### config.mk
export PLATFORM = sky130hd
export DESIGN_NAME = cmd_resp_crc_symbol_framer
export DESIGN_NICKNAME = d
export VERILOG_FILES = /design/src/cmd_resp_framer_pkg.sv /design/src/nibble_stream_if.sv /design/src/cmd_resp_crc_symbol_framer.sv /design/src/nibble_fifo.sv
export VERILOG_INCLUDE_DIRS = /design/src
export SDC_FILE = /design/constraint.sdc
export NUM_CORES = 1
export LEC_CHECK = 0
export ABC_AREA = 0
export BUFFER_PORTS_ARGS = -buffer_cell sky130_fd_sc_hd__buf_2
export CORE_MARGIN = 2
export CORE_UTILIZATION = 40
export DETAILED_ROUTE_END_ITERATION = 12
export PLACE_DENSITY = 0.62
export SETUP_SLACK_MARGIN = 0.4
export SYNTH_ARGS = -nofsm -noshare
export SYNTH_HDL_FRONTEND = slang
export SYNTH_HIERARCHICAL = 1
export SYNTH_SLANG_ARGS = --single-unit
### constraint.sdc
create_clock -name core_clk -period 9.9 [get_ports core_clk]
set_input_delay 0.99 -clock core_clk [delete_from_list [all_inputs] [get_ports core_clk]]
set_output_delay 0.99 -clock core_clk [all_outputs]
set_load 0.005 [all_outputs]
### src/cmd_resp_framer_regs.svh
/*
 * Named constants for the command/response framer: CRC seed and
 * polynomial, frame bit counts, field positions and opcode values.
 * Assumes it is included by bare name from package and design files.
 */
`ifndef CMD_RESP_FRAMER_REGS_SVH
`define CMD_RESP_FRAMER_REGS_SVH

// CRC engine
`define CRF_CRC_SEED      8'hff
`define CRF_CRC_POLY      8'h2f
`define CRF_CRC_ZERO      8'h00

// Frame lengths in bits, nibbles and chips
`define CRF_CMD_BITS      6'h20
`define CRF_CMD_LAST      6'h1f
`define CRF_MSG_BITS      6'h18
`define CRF_RESP_LAST     6'h1f
`define CRF_NIBBLES       4'h8
`define CRF_NIBBLE_LAST   3'h7
`define CRF_CHIP_LAST     2'h2

// Command field positions (bit 31 arrives first)
`define CRF_CMD_ADDR_HI   31
`define CRF_CMD_ADDR_LO   28
`define CRF_CMD_OP_HI     27
`define CRF_CMD_OP_LO     24
`define CRF_CMD_IDX_HI    23
`define CRF_CMD_IDX_LO    17

// Opcodes and timing
`define CRF_OP_READ       4'h0
`define CRF_TIMER_ONE     8'h01

`endif

### src/cmd_resp_framer_pkg.sv
/*
 * Types shared by the framer, its port checker and the self-checking bench.
 * Assumes the _regs header is on the include path.
 */
package cmd_resp_framer_pkg;
    `include "cmd_resp_framer_regs.svh"

    // Current level of one response chip
    typedef enum logic [1:0] {
        quiescent_level     = 2'h0,
        response_step_level = 2'h1,
        double_step_level   = 2'h2
    } chip_level_t;

    // Response generator states, Gray order along the usual path
    typedef enum logic [1:0] {
        GEN_IDLE    = 2'h0,
        GEN_CAPTURE = 2'h1,
        GEN_CRC     = 2'h3,
        GEN_PUSH    = 2'h2
    } gen_state_t;

    // Symbol encoder states
    typedef enum logic [1:0] {
        ENC_IDLE = 2'h0,
        ENC_CHIP = 2'h1
    } enc_state_t;

    typedef logic [3:0] nibble_t;
endpackage

### src/nibble_stream_if.sv
/*
 * Valid/ready stream carrying response nibbles between the framer and
 * its FIFO. Assumes both ends share one clock.
 */
`timescale 1ns/1ns
interface nibble_stream_if #(parameter int WIDTH = 4);
    logic             valid;  // Source holds a word
    logic             ready;  // Sink takes it this edge
    logic [WIDTH-1:0] data;   // Word itself

    modport source (output valid, output data, input ready);
    modport sink   (input valid, input data, output ready);
endinterface

### src/cmd_resp_crc_symbol_framer.sv
/*
 * Command checker, response builder and three-level symbol encoder for
 * the command/response exchange. Assumes command bits arrive already
 * decoded on core_clk, register bytes come back combinationally from
 * the register map, and the analog driver takes one level per chip.
 */
`timescale 1ns/1ns
`include "cmd_resp_framer_regs.svh"
module cmd_resp_crc_symbol_framer
    import cmd_resp_framer_pkg::*;
(
    input  wire logic                       core_clk,
    input  wire logic                       reset_n,
    input  wire logic [3:0]                 station_address_register,
    input  wire logic                       cmd_start,
    input  wire logic                       cmd_bit,
    input  wire logic                       cmd_bit_valid,
    output logic [6:0]                      register_even_index,
    input  wire logic [7:0]                 reg_even_data,
    input  wire logic [7:0]                 reg_odd_data,
    input  wire logic [7:0]                 chip_period,
    output cmd_resp_framer_pkg::chip_level_t chip_level,
    output logic                            chip_active,
    output logic                            resp_done,
    output logic                            cmd_accepted,
    output logic                            cmd_rejected
);
    import cmd_resp_framer_pkg::*;

    ////////////////////////////////////////////////////////////////////
    // Shared functions

    // One serial CRC step: bit enters the low end, top bit feeds back
    function automatic logic [7:0] crc_step(input logic [7:0] c, input logic b);
        crc_step = {c[6:0], b} ^ (c[7] ? `CRF_CRC_POLY : `CRF_CRC_ZERO);
    endfunction

    // Nibble to chip triplet, first chip in the top two bits
    function automatic logic [5:0] symbol_of(input nibble_t n);
        case (n)
            4'h0:    symbol_of = {2'h1, 2'h1, 2'h0};
            4'h1:    symbol_of = {2'h2, 2'h1, 2'h1};
            4'h2:    symbol_of = {2'h1, 2'h0, 2'h2};
            4'h3:    symbol_of = {2'h2, 2'h0, 2'h2};
            4'h4:    symbol_of = {2'h1, 2'h0, 2'h0};
            4'h5:    symbol_of = {2'h2, 2'h1, 2'h2};
            4'h6:    symbol_of = {2'h1, 2'h1, 2'h2};
            4'h7:    symbol_of = {2'h2, 2'h0, 2'h1};
            4'h8:    symbol_of = {2'h2, 2'h2, 2'h0};
            4'h9:    symbol_of = {2'h2, 2'h1, 2'h0};
            4'ha:    symbol_of = {2'h1, 2'h2, 2'h2};
            4'hb:    symbol_of = {2'h2, 2'h2, 2'h1};
            4'hc:    symbol_of = {2'h1, 2'h2, 2'h0};
            4'hd:    symbol_of = {2'h2, 2'h0, 2'h0};
            4'he:    symbol_of = {2'h1, 2'h0, 2'h1};
            default: symbol_of = {2'h1, 2'h2, 2'h1};
        endcase
    endfunction

    ////////////////////////////////////////////////////////////////////
    // Nibble FIFO between builder and encoder

    nibble_stream_if #(.WIDTH(4)) fill_bus ();   // Builder into FIFO
    nibble_stream_if #(.WIDTH(4)) drain_bus ();  // FIFO into encoder

    nibble_fifo #(
        .WIDTH (4),
        .DEPTH (16)
    ) u_fifo (
        .core_clk   (core_clk),
        .reset_n    (reset_n),
        .fill_side  (fill_bus.sink),
        .drain_side (drain_bus.source)
    );

    ////////////////////////////////////////////////////////////////////
    // Command receiver state

    logic [7:0]  rx_crc;            // Serial checker register
    logic [31:0] rx_shift;          // Command bits, first one on top
    logic [5:0]  rx_count;          // Bits taken so far
    logic [7:0]  next_rx_crc;
    logic [31:0] next_rx_shift;
    logic [5:0]  next_rx_count;
    logic        next_cmd_accepted;
    logic        next_cmd_rejected;
    logic        busy;              // A response is still in flight

    // Check each bit as it arrives; verdict on the last CRC bit
    always_comb
    begin
        next_rx_crc       = rx_crc;
        next_rx_shift     = rx_shift;
        next_rx_count     = rx_count;
        next_cmd_accepted = 1'b0;
        next_cmd_rejected = 1'b0;
        if (cmd_start)
        begin
            next_rx_crc   = `CRF_CRC_SEED;
            next_rx_count = '0;
        end
        else if (cmd_bit_valid && rx_count != `CRF_CMD_BITS)
        begin
            next_rx_crc   = crc_step(rx_crc, cmd_bit);
            next_rx_shift = {rx_shift[30:0], cmd_bit};
            next_rx_count = rx_count + 6'h01;
            if (rx_count == `CRF_CMD_LAST)
            begin
                if (next_rx_crc != `CRF_CRC_ZERO)
                begin
                    next_cmd_rejected = 1'b1;
                end
                // Only a read to our own station, and only while idle
                else if (next_rx_shift[`CRF_CMD_ADDR_HI:`CRF_CMD_ADDR_LO]
                         == station_address_register
                         && next_rx_shift[`CRF_CMD_OP_HI:`CRF_CMD_OP_LO]
                         == `CRF_OP_READ
                         && !busy)
                begin
                    next_cmd_accepted = 1'b1;
                end
            end
        end
    end

    // Register receiver state
    always_ff @(posedge core_clk or negedge reset_n)
    begin
        if (!reset_n)
        begin
            rx_crc       <= `CRF_CRC_SEED;
            rx_shift     <= '0;
            rx_count     <= `CRF_CMD_BITS;       // No frame until cmd_start
            cmd_accepted <= 1'b0;
            cmd_rejected <= 1'b0;
        end
        else
        begin
            rx_crc       <= next_rx_crc;
            rx_shift     <= next_rx_shift;
            rx_count     <= next_rx_count;
            cmd_accepted <= next_cmd_accepted;
            cmd_rejected <= next_cmd_rejected;
        end
    end

    ////////////////////////////////////////////////////////////////////
    // Response builder state

    gen_state_t  gen_state;
    logic [23:0] gen_msg;           // Address, echo, odd byte, even byte
    logic [7:0]  gen_crc;           // Serial generator register
    logic [5:0]  gen_count;         // CRC steps or nibbles pushed
    logic [3:0]  gen_op;            // Opcode to echo
    gen_state_t  next_gen_state;
    logic [23:0] next_gen_msg;
    logic [7:0]  next_gen_crc;
    logic [5:0]  next_gen_count;
    logic [3:0]  next_gen_op;
    logic [6:0]  next_register_even_index;
    logic [31:0] resp_word;         // Full response with CRC last

    assign resp_word      = {gen_msg, gen_crc};
    assign fill_bus.valid = (gen_state == GEN_PUSH);
    assign fill_bus.data  = resp_word[31 - 4*gen_count[2:0] -: 4];

    // Capture, CRC over message plus eight zeros, then push nibbles
    always_comb
    begin
        next_gen_state           = gen_state;
        next_gen_msg             = gen_msg;
        next_gen_crc             = gen_crc;
        next_gen_count           = gen_count;
        next_gen_op              = gen_op;
        next_register_even_index = register_even_index;
        case (gen_state)
            GEN_IDLE:
            begin
                if (cmd_accepted)
                begin
                    next_register_even_index =
                        rx_shift[`CRF_CMD_IDX_HI:`CRF_CMD_IDX_LO];
                    next_gen_op    = rx_shift[`CRF_CMD_OP_HI:`CRF_CMD_OP_LO];
                    next_gen_state = GEN_CAPTURE;
                end
            end
            GEN_CAPTURE:
            begin
                // Index is stable for this cycle, so the map has answered
                next_gen_msg   = {station_address_register, gen_op,
                                  reg_odd_data, reg_even_data};
                next_gen_crc   = `CRF_CRC_SEED;
                next_gen_count = '0;
                next_gen_state = GEN_CRC;
            end
            GEN_CRC:
            begin
                // Message bits first, then zeros fill out the CRC length
                next_gen_crc = crc_step(gen_crc, (gen_count < `CRF_MSG_BITS)
                               ? gen_msg[5'd23 - gen_count[4:0]] : 1'b0);
                next_gen_count = gen_count + 6'h01;
                if (gen_count == `CRF_RESP_LAST)
                begin
                    next_gen_count = '0;
                    next_gen_state = GEN_PUSH;
                end
            end
            GEN_PUSH:
            begin
                // Waits on FIFO ready, so a stalled encoder holds us here
                if (fill_bus.ready)
                begin
                    next_gen_count = gen_count + 6'h01;
                    if (gen_count[2:0] == `CRF_NIBBLE_LAST)
                    begin
                        next_gen_state = GEN_IDLE;
                    end
                end
            end
            default:
            begin
                next_gen_state = GEN_IDLE;
            end
        endcase
    end

    // Register builder state
    always_ff @(posedge core_clk or negedge reset_n)
    begin
        if (!reset_n)
        begin
            gen_state           <= GEN_IDLE;
            gen_msg             <= '0;
            gen_crc             <= `CRF_CRC_SEED;
            gen_count           <= '0;
            gen_op              <= `CRF_OP_READ;
            register_even_index <= '0;
        end
        else
        begin
            gen_state           <= next_gen_state;
            gen_msg             <= next_gen_msg;
            gen_crc             <= next_gen_crc;
            gen_count           <= next_gen_count;
            gen_op              <= next_gen_op;
            register_even_index <= next_register_even_index;
        end
    end

    ////////////////////////////////////////////////////////////////////
    // Symbol encoder state

    enc_state_t  enc_state;
    logic [5:0]  enc_symbol;        // Chips left in this symbol, current one on top
    logic [1:0]  enc_chip;          // Chip index within symbol
    logic [7:0]  enc_timer;         // Cycles left in this chip
    logic [3:0]  enc_sent;          // Symbols started in this response
    enc_state_t  next_enc_state;
    logic [5:0]  next_enc_symbol;
    logic [1:0]  next_enc_chip;
    logic [7:0]  next_enc_timer;
    logic [3:0]  next_enc_sent;
    chip_level_t next_chip_level;
    logic        next_chip_active;
    logic        next_resp_done;
    logic [7:0]  period;            // Zero period treated as one cycle
    logic        chip_end;

    assign period   = (chip_period == '0) ? `CRF_TIMER_ONE : chip_period;
    assign chip_end = (enc_timer == `CRF_TIMER_ONE);
    assign busy     = (gen_state != GEN_IDLE) || (enc_state != ENC_IDLE)
                      || drain_bus.valid || cmd_accepted;

    // Pop a nibble and play its three chips, one per chip period
    always_comb
    begin
        next_enc_state   = enc_state;
        next_enc_symbol  = enc_symbol;
        next_enc_chip    = enc_chip;
        next_enc_timer   = enc_timer;
        next_enc_sent    = enc_sent;
        next_chip_level  = chip_level;
        next_chip_active = chip_active;
        next_resp_done   = 1'b0;
        drain_bus.ready  = 1'b0;
        case (enc_state)
            ENC_IDLE:
            begin
                if (drain_bus.valid)
                begin
                    drain_bus.ready = 1'b1;
                    next_enc_symbol = symbol_of(drain_bus.data);
                    next_chip_level = chip_level_t'(next_enc_symbol[5:4]);
                    next_enc_chip   = '0;
                    next_enc_timer  = period;
                    next_enc_sent   = enc_sent + 4'h1;
                    next_chip_active = 1'b1;
                    next_enc_state  = ENC_CHIP;
                end
            end
            ENC_CHIP:
            begin
                next_enc_timer = enc_timer - 8'h01;
                if (chip_end)
                begin
                    next_enc_timer = period;
                    if (enc_chip != `CRF_CHIP_LAST)
                    begin
                        next_enc_chip   = enc_chip + 2'h1;
                        next_enc_symbol = {enc_symbol[3:0], 2'h0};
                        next_chip_level = chip_level_t'(next_enc_symbol[5:4]);
                    end
                    else if (enc_sent == `CRF_NIBBLES)
                    begin
                        // Last CRC symbol ends the response
                        next_enc_sent    = '0;
                        next_chip_level  = quiescent_level;
                        next_chip_active = 1'b0;
                        next_resp_done   = 1'b1;
                        next_enc_state   = ENC_IDLE;
                    end
                    else if (drain_bus.valid)
                    begin
                        // Back to back keeps the chip stream seamless
                        drain_bus.ready = 1'b1;
                        next_enc_symbol = symbol_of(drain_bus.data);
                        next_chip_level = chip_level_t'(next_enc_symbol[5:4]);
                        next_enc_chip   = '0;
                        next_enc_sent   = enc_sent + 4'h1;
                    end
                    else
                    begin
                        // Underrun: fall quiet and wait for the next nibble
                        next_chip_level  = quiescent_level;
                        next_chip_active = 1'b0;
                        next_enc_state   = ENC_IDLE;
                    end
                end
            end
            default:
            begin
                next_enc_state = ENC_IDLE;
            end
        endcase
    end

    // Register encoder state and driver outputs
    always_ff @(posedge core_clk or negedge reset_n)
    begin
        if (!reset_n)
        begin
            enc_state   <= ENC_IDLE;
            enc_symbol  <= '0;
            enc_chip    <= '0;
            enc_timer   <= `CRF_TIMER_ONE;
            enc_sent    <= '0;
            chip_level  <= quiescent_level;
            chip_active <= 1'b0;
            resp_done   <= 1'b0;
        end
        else
        begin
            enc_state   <= next_enc_state;
            enc_symbol  <= next_enc_symbol;
            enc_chip    <= next_enc_chip;
            enc_timer   <= next_enc_timer;
            enc_sent    <= next_enc_sent;
            chip_level  <= next_chip_level;
            chip_active <= next_chip_active;
            resp_done   <= next_resp_done;
        end
    end
endmodule // cmd_resp_crc_symbol_framer

### src/nibble_fifo.sv
/*
 * Synchronous FIFO with parameterised width and depth, valid/ready on
 * both sides. Assumes one clock and an asynchronous active-low reset.
 */
`timescale 1ns/1ns
module nibble_fifo #(
    parameter int WIDTH = 4,
    parameter int DEPTH = 16
) (
    input  wire logic        core_clk,
    input  wire logic        reset_n,
    nibble_stream_if.sink    fill_side,
    nibble_stream_if.source  drain_side
);
    localparam int AW = $clog2(DEPTH);

    logic [WIDTH-1:0] mem [DEPTH];  // Storage array
    logic [AW-1:0]    wr_ptr;       // Next slot to write
    logic [AW-1:0]    rd_ptr;       // Next slot to read
    logic [AW:0]      fill;         // Words held
    logic [AW-1:0]    next_wr_ptr;
    logic [AW-1:0]    next_rd_ptr;
    logic [AW:0]      next_fill;
    logic             push;
    logic             pop;

    ////////////////////////////////////////////////////////////////////
    // Honest full and empty: ready drops at full, valid at empty
    assign fill_side.ready  = (fill != (AW+1)'(DEPTH));
    assign drain_side.valid = (fill != '0);
    assign drain_side.data  = mem[rd_ptr];
    assign push = fill_side.valid && fill_side.ready;
    assign pop  = drain_side.valid && drain_side.ready;

    // Pointer and level arithmetic
    always_comb
    begin
        next_wr_ptr = push ? wr_ptr + 1'b1 : wr_ptr;
        next_rd_ptr = pop ? rd_ptr + 1'b1 : rd_ptr;
        next_fill   = fill + (AW+1)'(push) - (AW+1)'(pop);
    end

    // Register pointers
    always_ff @(posedge core_clk or negedge reset_n)
    begin
        if (!reset_n)
        begin
            wr_ptr <= '0;
            rd_ptr <= '0;
            fill   <= '0;
        end
        else
        begin
            wr_ptr <= next_wr_ptr;
            rd_ptr <= next_rd_ptr;
            fill   <= next_fill;
        end
    end

    // Storage has no reset; contents are meaningless until written
    always_ff @(posedge core_clk)
    begin
        if (push)
        begin
            mem[wr_ptr] <= fill_side.data;
        end
    end
endmodule // nibble_fifo

======== Word-level counts from Yosys, hierarchy flattened ========
Memories as Yosys holds them, arrays and structs flattened.
Cells that the tools add are included.
cells by class
  add/subtract/negate cells ............... 11
  order comparisons ....................... 2
  equality and inequality tests ........... 23
  shifts and indexed selects .............. 1
  multiplexer cells ....................... 76
  bitwise gates (word level) .............. 3
  reductions and logical operators ........ 32
operators by type and width
  cell                                                                    count
  8-bit two-way mux                                                       5
  2-bit two-way mux                                                       18
  4-bit two-way mux                                                       9
  6-bit two-way mux                                                       6
  35-bit by 33-bit indexed part select with 4-bit output                  1
  8-bit case mux with 2 select lines                                      2
  1-bit two-way mux                                                       26
  6-bit case mux with 3 select lines                                      1
  2-bit != test (second input constant)                                   8
  4-bit case mux with 2 select lines                                      2
  8-bit by 6-bit XOR with 8-bit output                                    2
  4-bit by 1-bit adder with 4-bit output (second input constant)          3
  6-bit by 1-bit adder with 6-bit output (second input constant)          2
  6-bit by 5-bit equality test with 1-bit output (second input constant)  2
  2-bit case mux with 2 select lines                                      3
  5-bit AND reduction                                                     2
  2-bit nonzero test                                                      5
  3-bit != test (second input constant)                                   3
  3-bit AND reduction                                                     3
  8-bit by 1-bit equality test with 1-bit output (second input constant)  1
  8-bit logical NOT                                                       1
  2-bit case mux with 4 select lines                                      1
  2-bit AND reduction                                                     4
  4-bit AND reduction                                                     2
  26 further kinds                                                        36
storage, ports and cells
  bits in registers ....................... 135
  RAM bits ................................ 64
  memory bits (read-only) ................. 192
  memories ................................ 3
memory list
  memory            words  width  rd ports  clocked after Yosys merged registers in  write ports  line                              RTL
  (name not given)  16     6      1         0                                        0            cmd_resp_crc_symbol_framer.sv:40  case (n)
  (name not given)  16     6      1         0                                        0            cmd_resp_crc_symbol_framer.sv:40
  u_fifo.mem        16     4      1         0                                        1            nibble_fifo.sv:17                 logic [WIDTH-1:0] mem [DEPTH];

======== Logic depth before layout (Yosys ltp) ========
  word-level depth ........................ 11
  mapped depth ............................ 18
  mapped depth without buffers ............ 16

======== Cells and area by module ========
The synthesis kept the hierarchy.
by module, submodules not included
  module                      times used  cells an instance  area each (um2)  seq. area each (um2)
  cmd_resp_crc_symbol_framer  1           513                6047.0           3025.4
  nibble_fifo                 1           205                3316.9           2247.2

======== Worst setup path before layout ========
No wires, ideal clock.
  path kind ............................... reg2reg
  start point ............................. reg u_fifo.fill[3]
  end point ............................... reg u_fifo.fill[4]
  arrival ................................. 3.364 ns
  slack ................................... 6.456 ns
  stages on the path, launching flop included .. 19
  buffers on the path ..................... 2
  clock period less this slack ............ 3.444 ns
  cell sequence ........................... dfrtp_1 inv_1 ha_1 or4b_4 clkbuf_1 nand2_1 a21boi_1 nor2_1 and2_4 buf_6 ha_1 inv_1 ha_1 inv_1 fa_1 inv_1 a21oi_1 o21bai_1 xnor2_1
on the way
  cells in the longest elaborated chain, start to end .. 8
  elaborated cells on any way between the ends .. 11
  those cells by class .................... 2 x add/sub; 1 x eq/ne; 5 x mux; 3 x reduce/logical
RTL lines
  item                                           line                                                                  RTL
  start: declaration                             nibble_fifo.sv:20                                                     logic [AW:0] fill;
  start signal: assignment                       nibble_fifo.sv:56                                                     fill <= next_fill;
  5-bit nonzero test *                           nibble_fifo.sv:30                                                     assign drain_side.valid = (fill != '0);
  net drain_bus.valid                            nibble_stream_if.sv:7                                                 logic valid;
  1-bit two-way mux *                            cmd_resp_crc_symbol_framer.sv:289, cmd_resp_crc_symbol_framer.sv:322
  1-bit two-way mux                              cmd_resp_crc_symbol_framer.sv:313                                     else if (enc_sent == `CRF_NIBBLES)
  1-bit two-way mux                              cmd_resp_crc_symbol_framer.sv:307                                     if (enc_chip != `CRF_CHIP_LAST)
  1-bit two-way mux                              cmd_resp_crc_symbol_framer.sv:304                                     if (chip_end)
  1-bit case mux with 2 select lines *           cmd_resp_crc_symbol_framer.sv:286                                     case (enc_state)
  net drain_bus.ready                            nibble_stream_if.sv:8                                                 logic ready;
  1-bit logical AND *                            nibble_fifo.sv:33                                                     assign pop = drain_side.valid && drain_side.ready;
  net u_fifo.pop                                 nibble_fifo.sv:25                                                     logic pop;
  5-bit by 1-bit subtractor with 5-bit output *  nibble_fifo.sv:40                                                     next_fill = fill + (AW+1)'(push) - (AW+1)'(pop);
  net u_fifo.next_fill[4]                        nibble_fifo.sv:23                                                     logic [AW:0] next_fill;
The timed path passes the listed nets; every way through them passes the cells marked *.
A chain may end at the register's enable or synchronous reset.

======== Worst setup path after layout ========
  start point ............................. reg enc_timer[0]
  end point ............................... reg u_fifo.fill[4]
on the way
  cells in the longest elaborated chain, start to end .. 5
RTL lines
  item                                                             line                               RTL
  start: declaration                                               cmd_resp_crc_symbol_framer.sv:256  logic [7:0] enc_timer;
  start signal: assignment                                         cmd_resp_crc_symbol_framer.sv:355  enc_timer <= `CRF_TIMER_ONE;
  start signal: assignment                                         cmd_resp_crc_symbol_framer.sv:366  enc_timer <= next_enc_timer;
  8-bit by 1-bit equality test with 1-bit output (no source line)  --
  1-bit two-way mux                                                cmd_resp_crc_symbol_framer.sv:304
  1-bit case mux with 2 select lines                               cmd_resp_crc_symbol_framer.sv:286
  net drain_bus.ready                                              nibble_stream_if.sv:8
  1-bit logical AND                                                nibble_fifo.sv:33
  5-bit by 1-bit subtractor with 5-bit output                      nibble_fifo.sv:40
  net u_fifo.next_fill[4]                                          nibble_fifo.sv:23
The timed path passes the listed nets, and every way through them passes these cells.

==> flow_summary.toml <==
[yosys]
syn_area_um2 = 9360
syn_inst = 718
synthFlopType = "dfrtp_1"
synth.top_cells.by_count = "dfrtp_1, mux2_2, edfxtp_1, nor2_1, inv_1"
ys_ff_latch = 197
ys_warn_count = 6
yosysTopAreaCellShare_pct = 30.7
ys_types = 62
synthArstFlopShare_pct = 67.5
yosysTopAreaCell = "dfrtp_1"
synth_most_common_cell = "dfrtp_1"
postSynthAreaPerCell_um2 = 13.0
ys_seq_area_share_pct = 56.3
syn-num-nets = 778
synth_edf_count = 64
yosys-top-cells-area = "dfrtp_1, edfxtp_1, mux2_2, dfstp_2, mux4_2"

[floorplan]
core_um2 = 22800
rows = 55
ios = 46
start_util_pct = 41.1
die_area_um2 = 24700
die_x_um = 157
die_h_um = 157

[clock_tree]
ctsRootBufferMaster = "clkbuf_16"
postCtsSetupRepairBufs = 0
clk_pin_slew_ns = 0.07
numClockSinks = 197
clkLatencyLatePin_ns = 0.43
tritoncts = "built"
clockBufferDepth = 2
ctsHtreeMaxLevel = 4
ctsHoldBuffers = 0
post_cts_resized = 0
cts_made_buffers = 17

[timing]
setup_violations = 0
worstMarginPinSlew_ns = 0.893
relSlewSlack_pct = 39.9
min_period_ns = 4.03
drv_slew = 0
hold_viol = 0
worst_slack_ns = 5.87
period_share_pct = 40.7
finClkSkew_ns = 0.0106
rsz0062_at_grt = "false"
timing.fmax_mhz = 248
setup_tns_ns = 0

[layout]
multiInputGateArea_um2 = 3780
diodes = 0
seqCellArea_um2 = 5270
area_delta_synth_final_pct = 11.2
fill_cells = 2050
drive_gt1_share_pct = 26.9
fin_nets = 806

[routing]
vias_per_cell = 5.19
vias = 5567
firstDrtPassIters = 4
drt_wl_total_um = 17100
wl_met3_um = 544
drc = 0
top_layer = "met4"
drt_iter0_drc = 290
postRouteAntennaNets = 0
wl_per_cell_um = 16.0
met2WireLength_um = 7870
wl_met1_um = 8580

[pwr]
power_density_nw_per_um2 = 156
p_leak_nw = 4.28
p_total_mw = 1.63
max-vdd-ir-drop_v = 0.000112

[job]
cap_violations = 0

[worst_setup_path]
crit_required_ns = 10.25
critPathMaxFanout = 13
max_stage_delay_ns = 0.67
cp_num_buf_inv = 3
critPathTopFamily = "simple AND/OR/NAND/NOR gates"
crit_arrival_ns = 4.37
cp_cell_sequence = "ha_1, or4b_4, nor2_1, a21boi_1, nor2_1, and2_4, ha_1, inv_1, ha_1, inv_1, fa_1, inv_1, a21oi_1, o21bai_1, xnor2_1"
worstSetupPathType = "reg2reg"
crit_slowest_cell = "nor2_1"
start_kind = "flop"
end_kind = "flop"

[placed_design]
place_congestion = 0.775
io_buffers = 45
dp_slack_ns = 5.89
hpwl_um = 11600

[grt]
grt_usage_pct = 15.1
first_global_vias = 5579
antenna_found_initial = 0
grt_pass1_wl_um = 29500
grt_max_degree = 80
gr-total-overflow = 0

[outcome]
status = "complete, no violations"

[min_path]
hold_path.class = "reg2reg"
==> metal layers <==
metal / up-vias / global-route usage (%)
met5: - / 0
met3: 12 / 3.36
li1: 2688 / -
met1: 2773 / 21.8
met4: 0 / 3.36
met2: 94 / 23.3
==> report_power, final <==
part	internal [mW]	switching, mW
clock network	0.354	0.319
registers	0.871	0.0165
logic	0.0361	0.0298
==> cell families (layout without fill, tap and decap cells) <==
group / count (synthesis) / in the layout / share of synthesized area, %
flip-flops: 197 / 197 / 56.3
AND/OR/NAND/NOR: 157 / 157 / 8.57
multiplexers: 123 / 123 / 17.0
AO/OA/AOI/OAI: 104 / 104 / 7.96
buffers and inverters: 78 / 119 / 3.47
XOR/XNOR: 32 / 32 / 2.99
adder cells (fa/ha/maj): 27 / 27 / 3.69
==> layout by cell type, fill, tap and decap left out, types with 15 or more instances in the layout <==
cell	count
edfxtp_1	64
a21oi_1	21
xnor2_1	17
ha_1	26
mux2_2	75
inv_1	37
dfstp_2	18
mux2i_1	26
mux4_2	21
buf_2	44
nand2_1	36
dfrtp_1	115
clkbuf_16	17
xor2_1	15
o21ai_0	18
nor2_1	41
==> final timing paths <==
kind	from	slack, ns	cells after the start	end
min in group asynchronous	reset_n	0.61	1	rx_count[1]
max in group asynchronous	reset_n	8.07	2	u_fifo/wr_ptr[2]
hold / removal	enc_chip[1]	0.47	1	enc_chip[1]
setup reg to reg	enc_timer[0]	5.87	15	u_fifo/fill[4]
hold reg to reg	enc_chip[1]	0.47	1	enc_chip[1]
setup / recovery	enc_timer[0]	5.87	15	u_fifo/fill[4]
==> worst reg2reg max path, delay by kind of cell (launching register included) <==
kind | cells | cell delay, ns
and+or+nand+nor | 4 | 1.55
AOI/OAI and AO/OA | 3 | 0.56
buffers and inverters | 3 | 0.19
DFF | 1 | 0.55
xor gates and xnor gates | 1 | 0.13
adders and majority gates | 4 | 0.98
==> final cells by class <==
| type | count | area share, % |
|---|---|---|
| clock buffer | 17 | 4.08 |
| sequential | 197 | 50.6 |
| timing repair buffer | 49 | 2.51 |
| multi-input combinational | 443 | 36.3 |
| inverter | 38 | 1.37 |
| clock inverter | 15 | 1.41 |
| tap | 313 | 3.76 |
==> per-stage QoR <==
| stage | util, % | hold WS [ns] | std cells | area, um2 |
|---|---|---|---|---|
| after floorplan | - | 0.443 | 718 | 9360 |
| after global placement | 43.2 | 0.457 | 1040 | 9840 |
| after detailed placement | 43.2 | 0.463 | 1040 | 9840 |
| after CTS | 45.7 | 0.474 | 1072 | 10400 |
| after global routing | 45.7 | 0.489 | 1072 | 10400 |
| final | 45.7 | 0.469 | 1072 | 10400 |
==> state kept, by name (all words and copies together) (netlist names), 2 cells and up <==
| register | flops |
|---|---|
| rx_crc | 8 |
| u_fifo/fill | 5 |
| gen_state | 2 |
| enc_timer | 8 |
| enc_symbol | 4 |
| enc_sent | 4 |
| gen_msg | 24 |
| gen_crc | 8 |
| chip_level | 2 |
| gen_op | 4 |
| rx_shift | 31 |
| u_fifo/mem | 64 |
| u_fifo/wr_ptr | 4 |
| register_even_index | 7 |
| rx_count | 6 |
| u_fifo/rd_ptr | 4 |
| gen_count | 6 |
| enc_chip | 2 |
(Power assumes the default switching activity.)
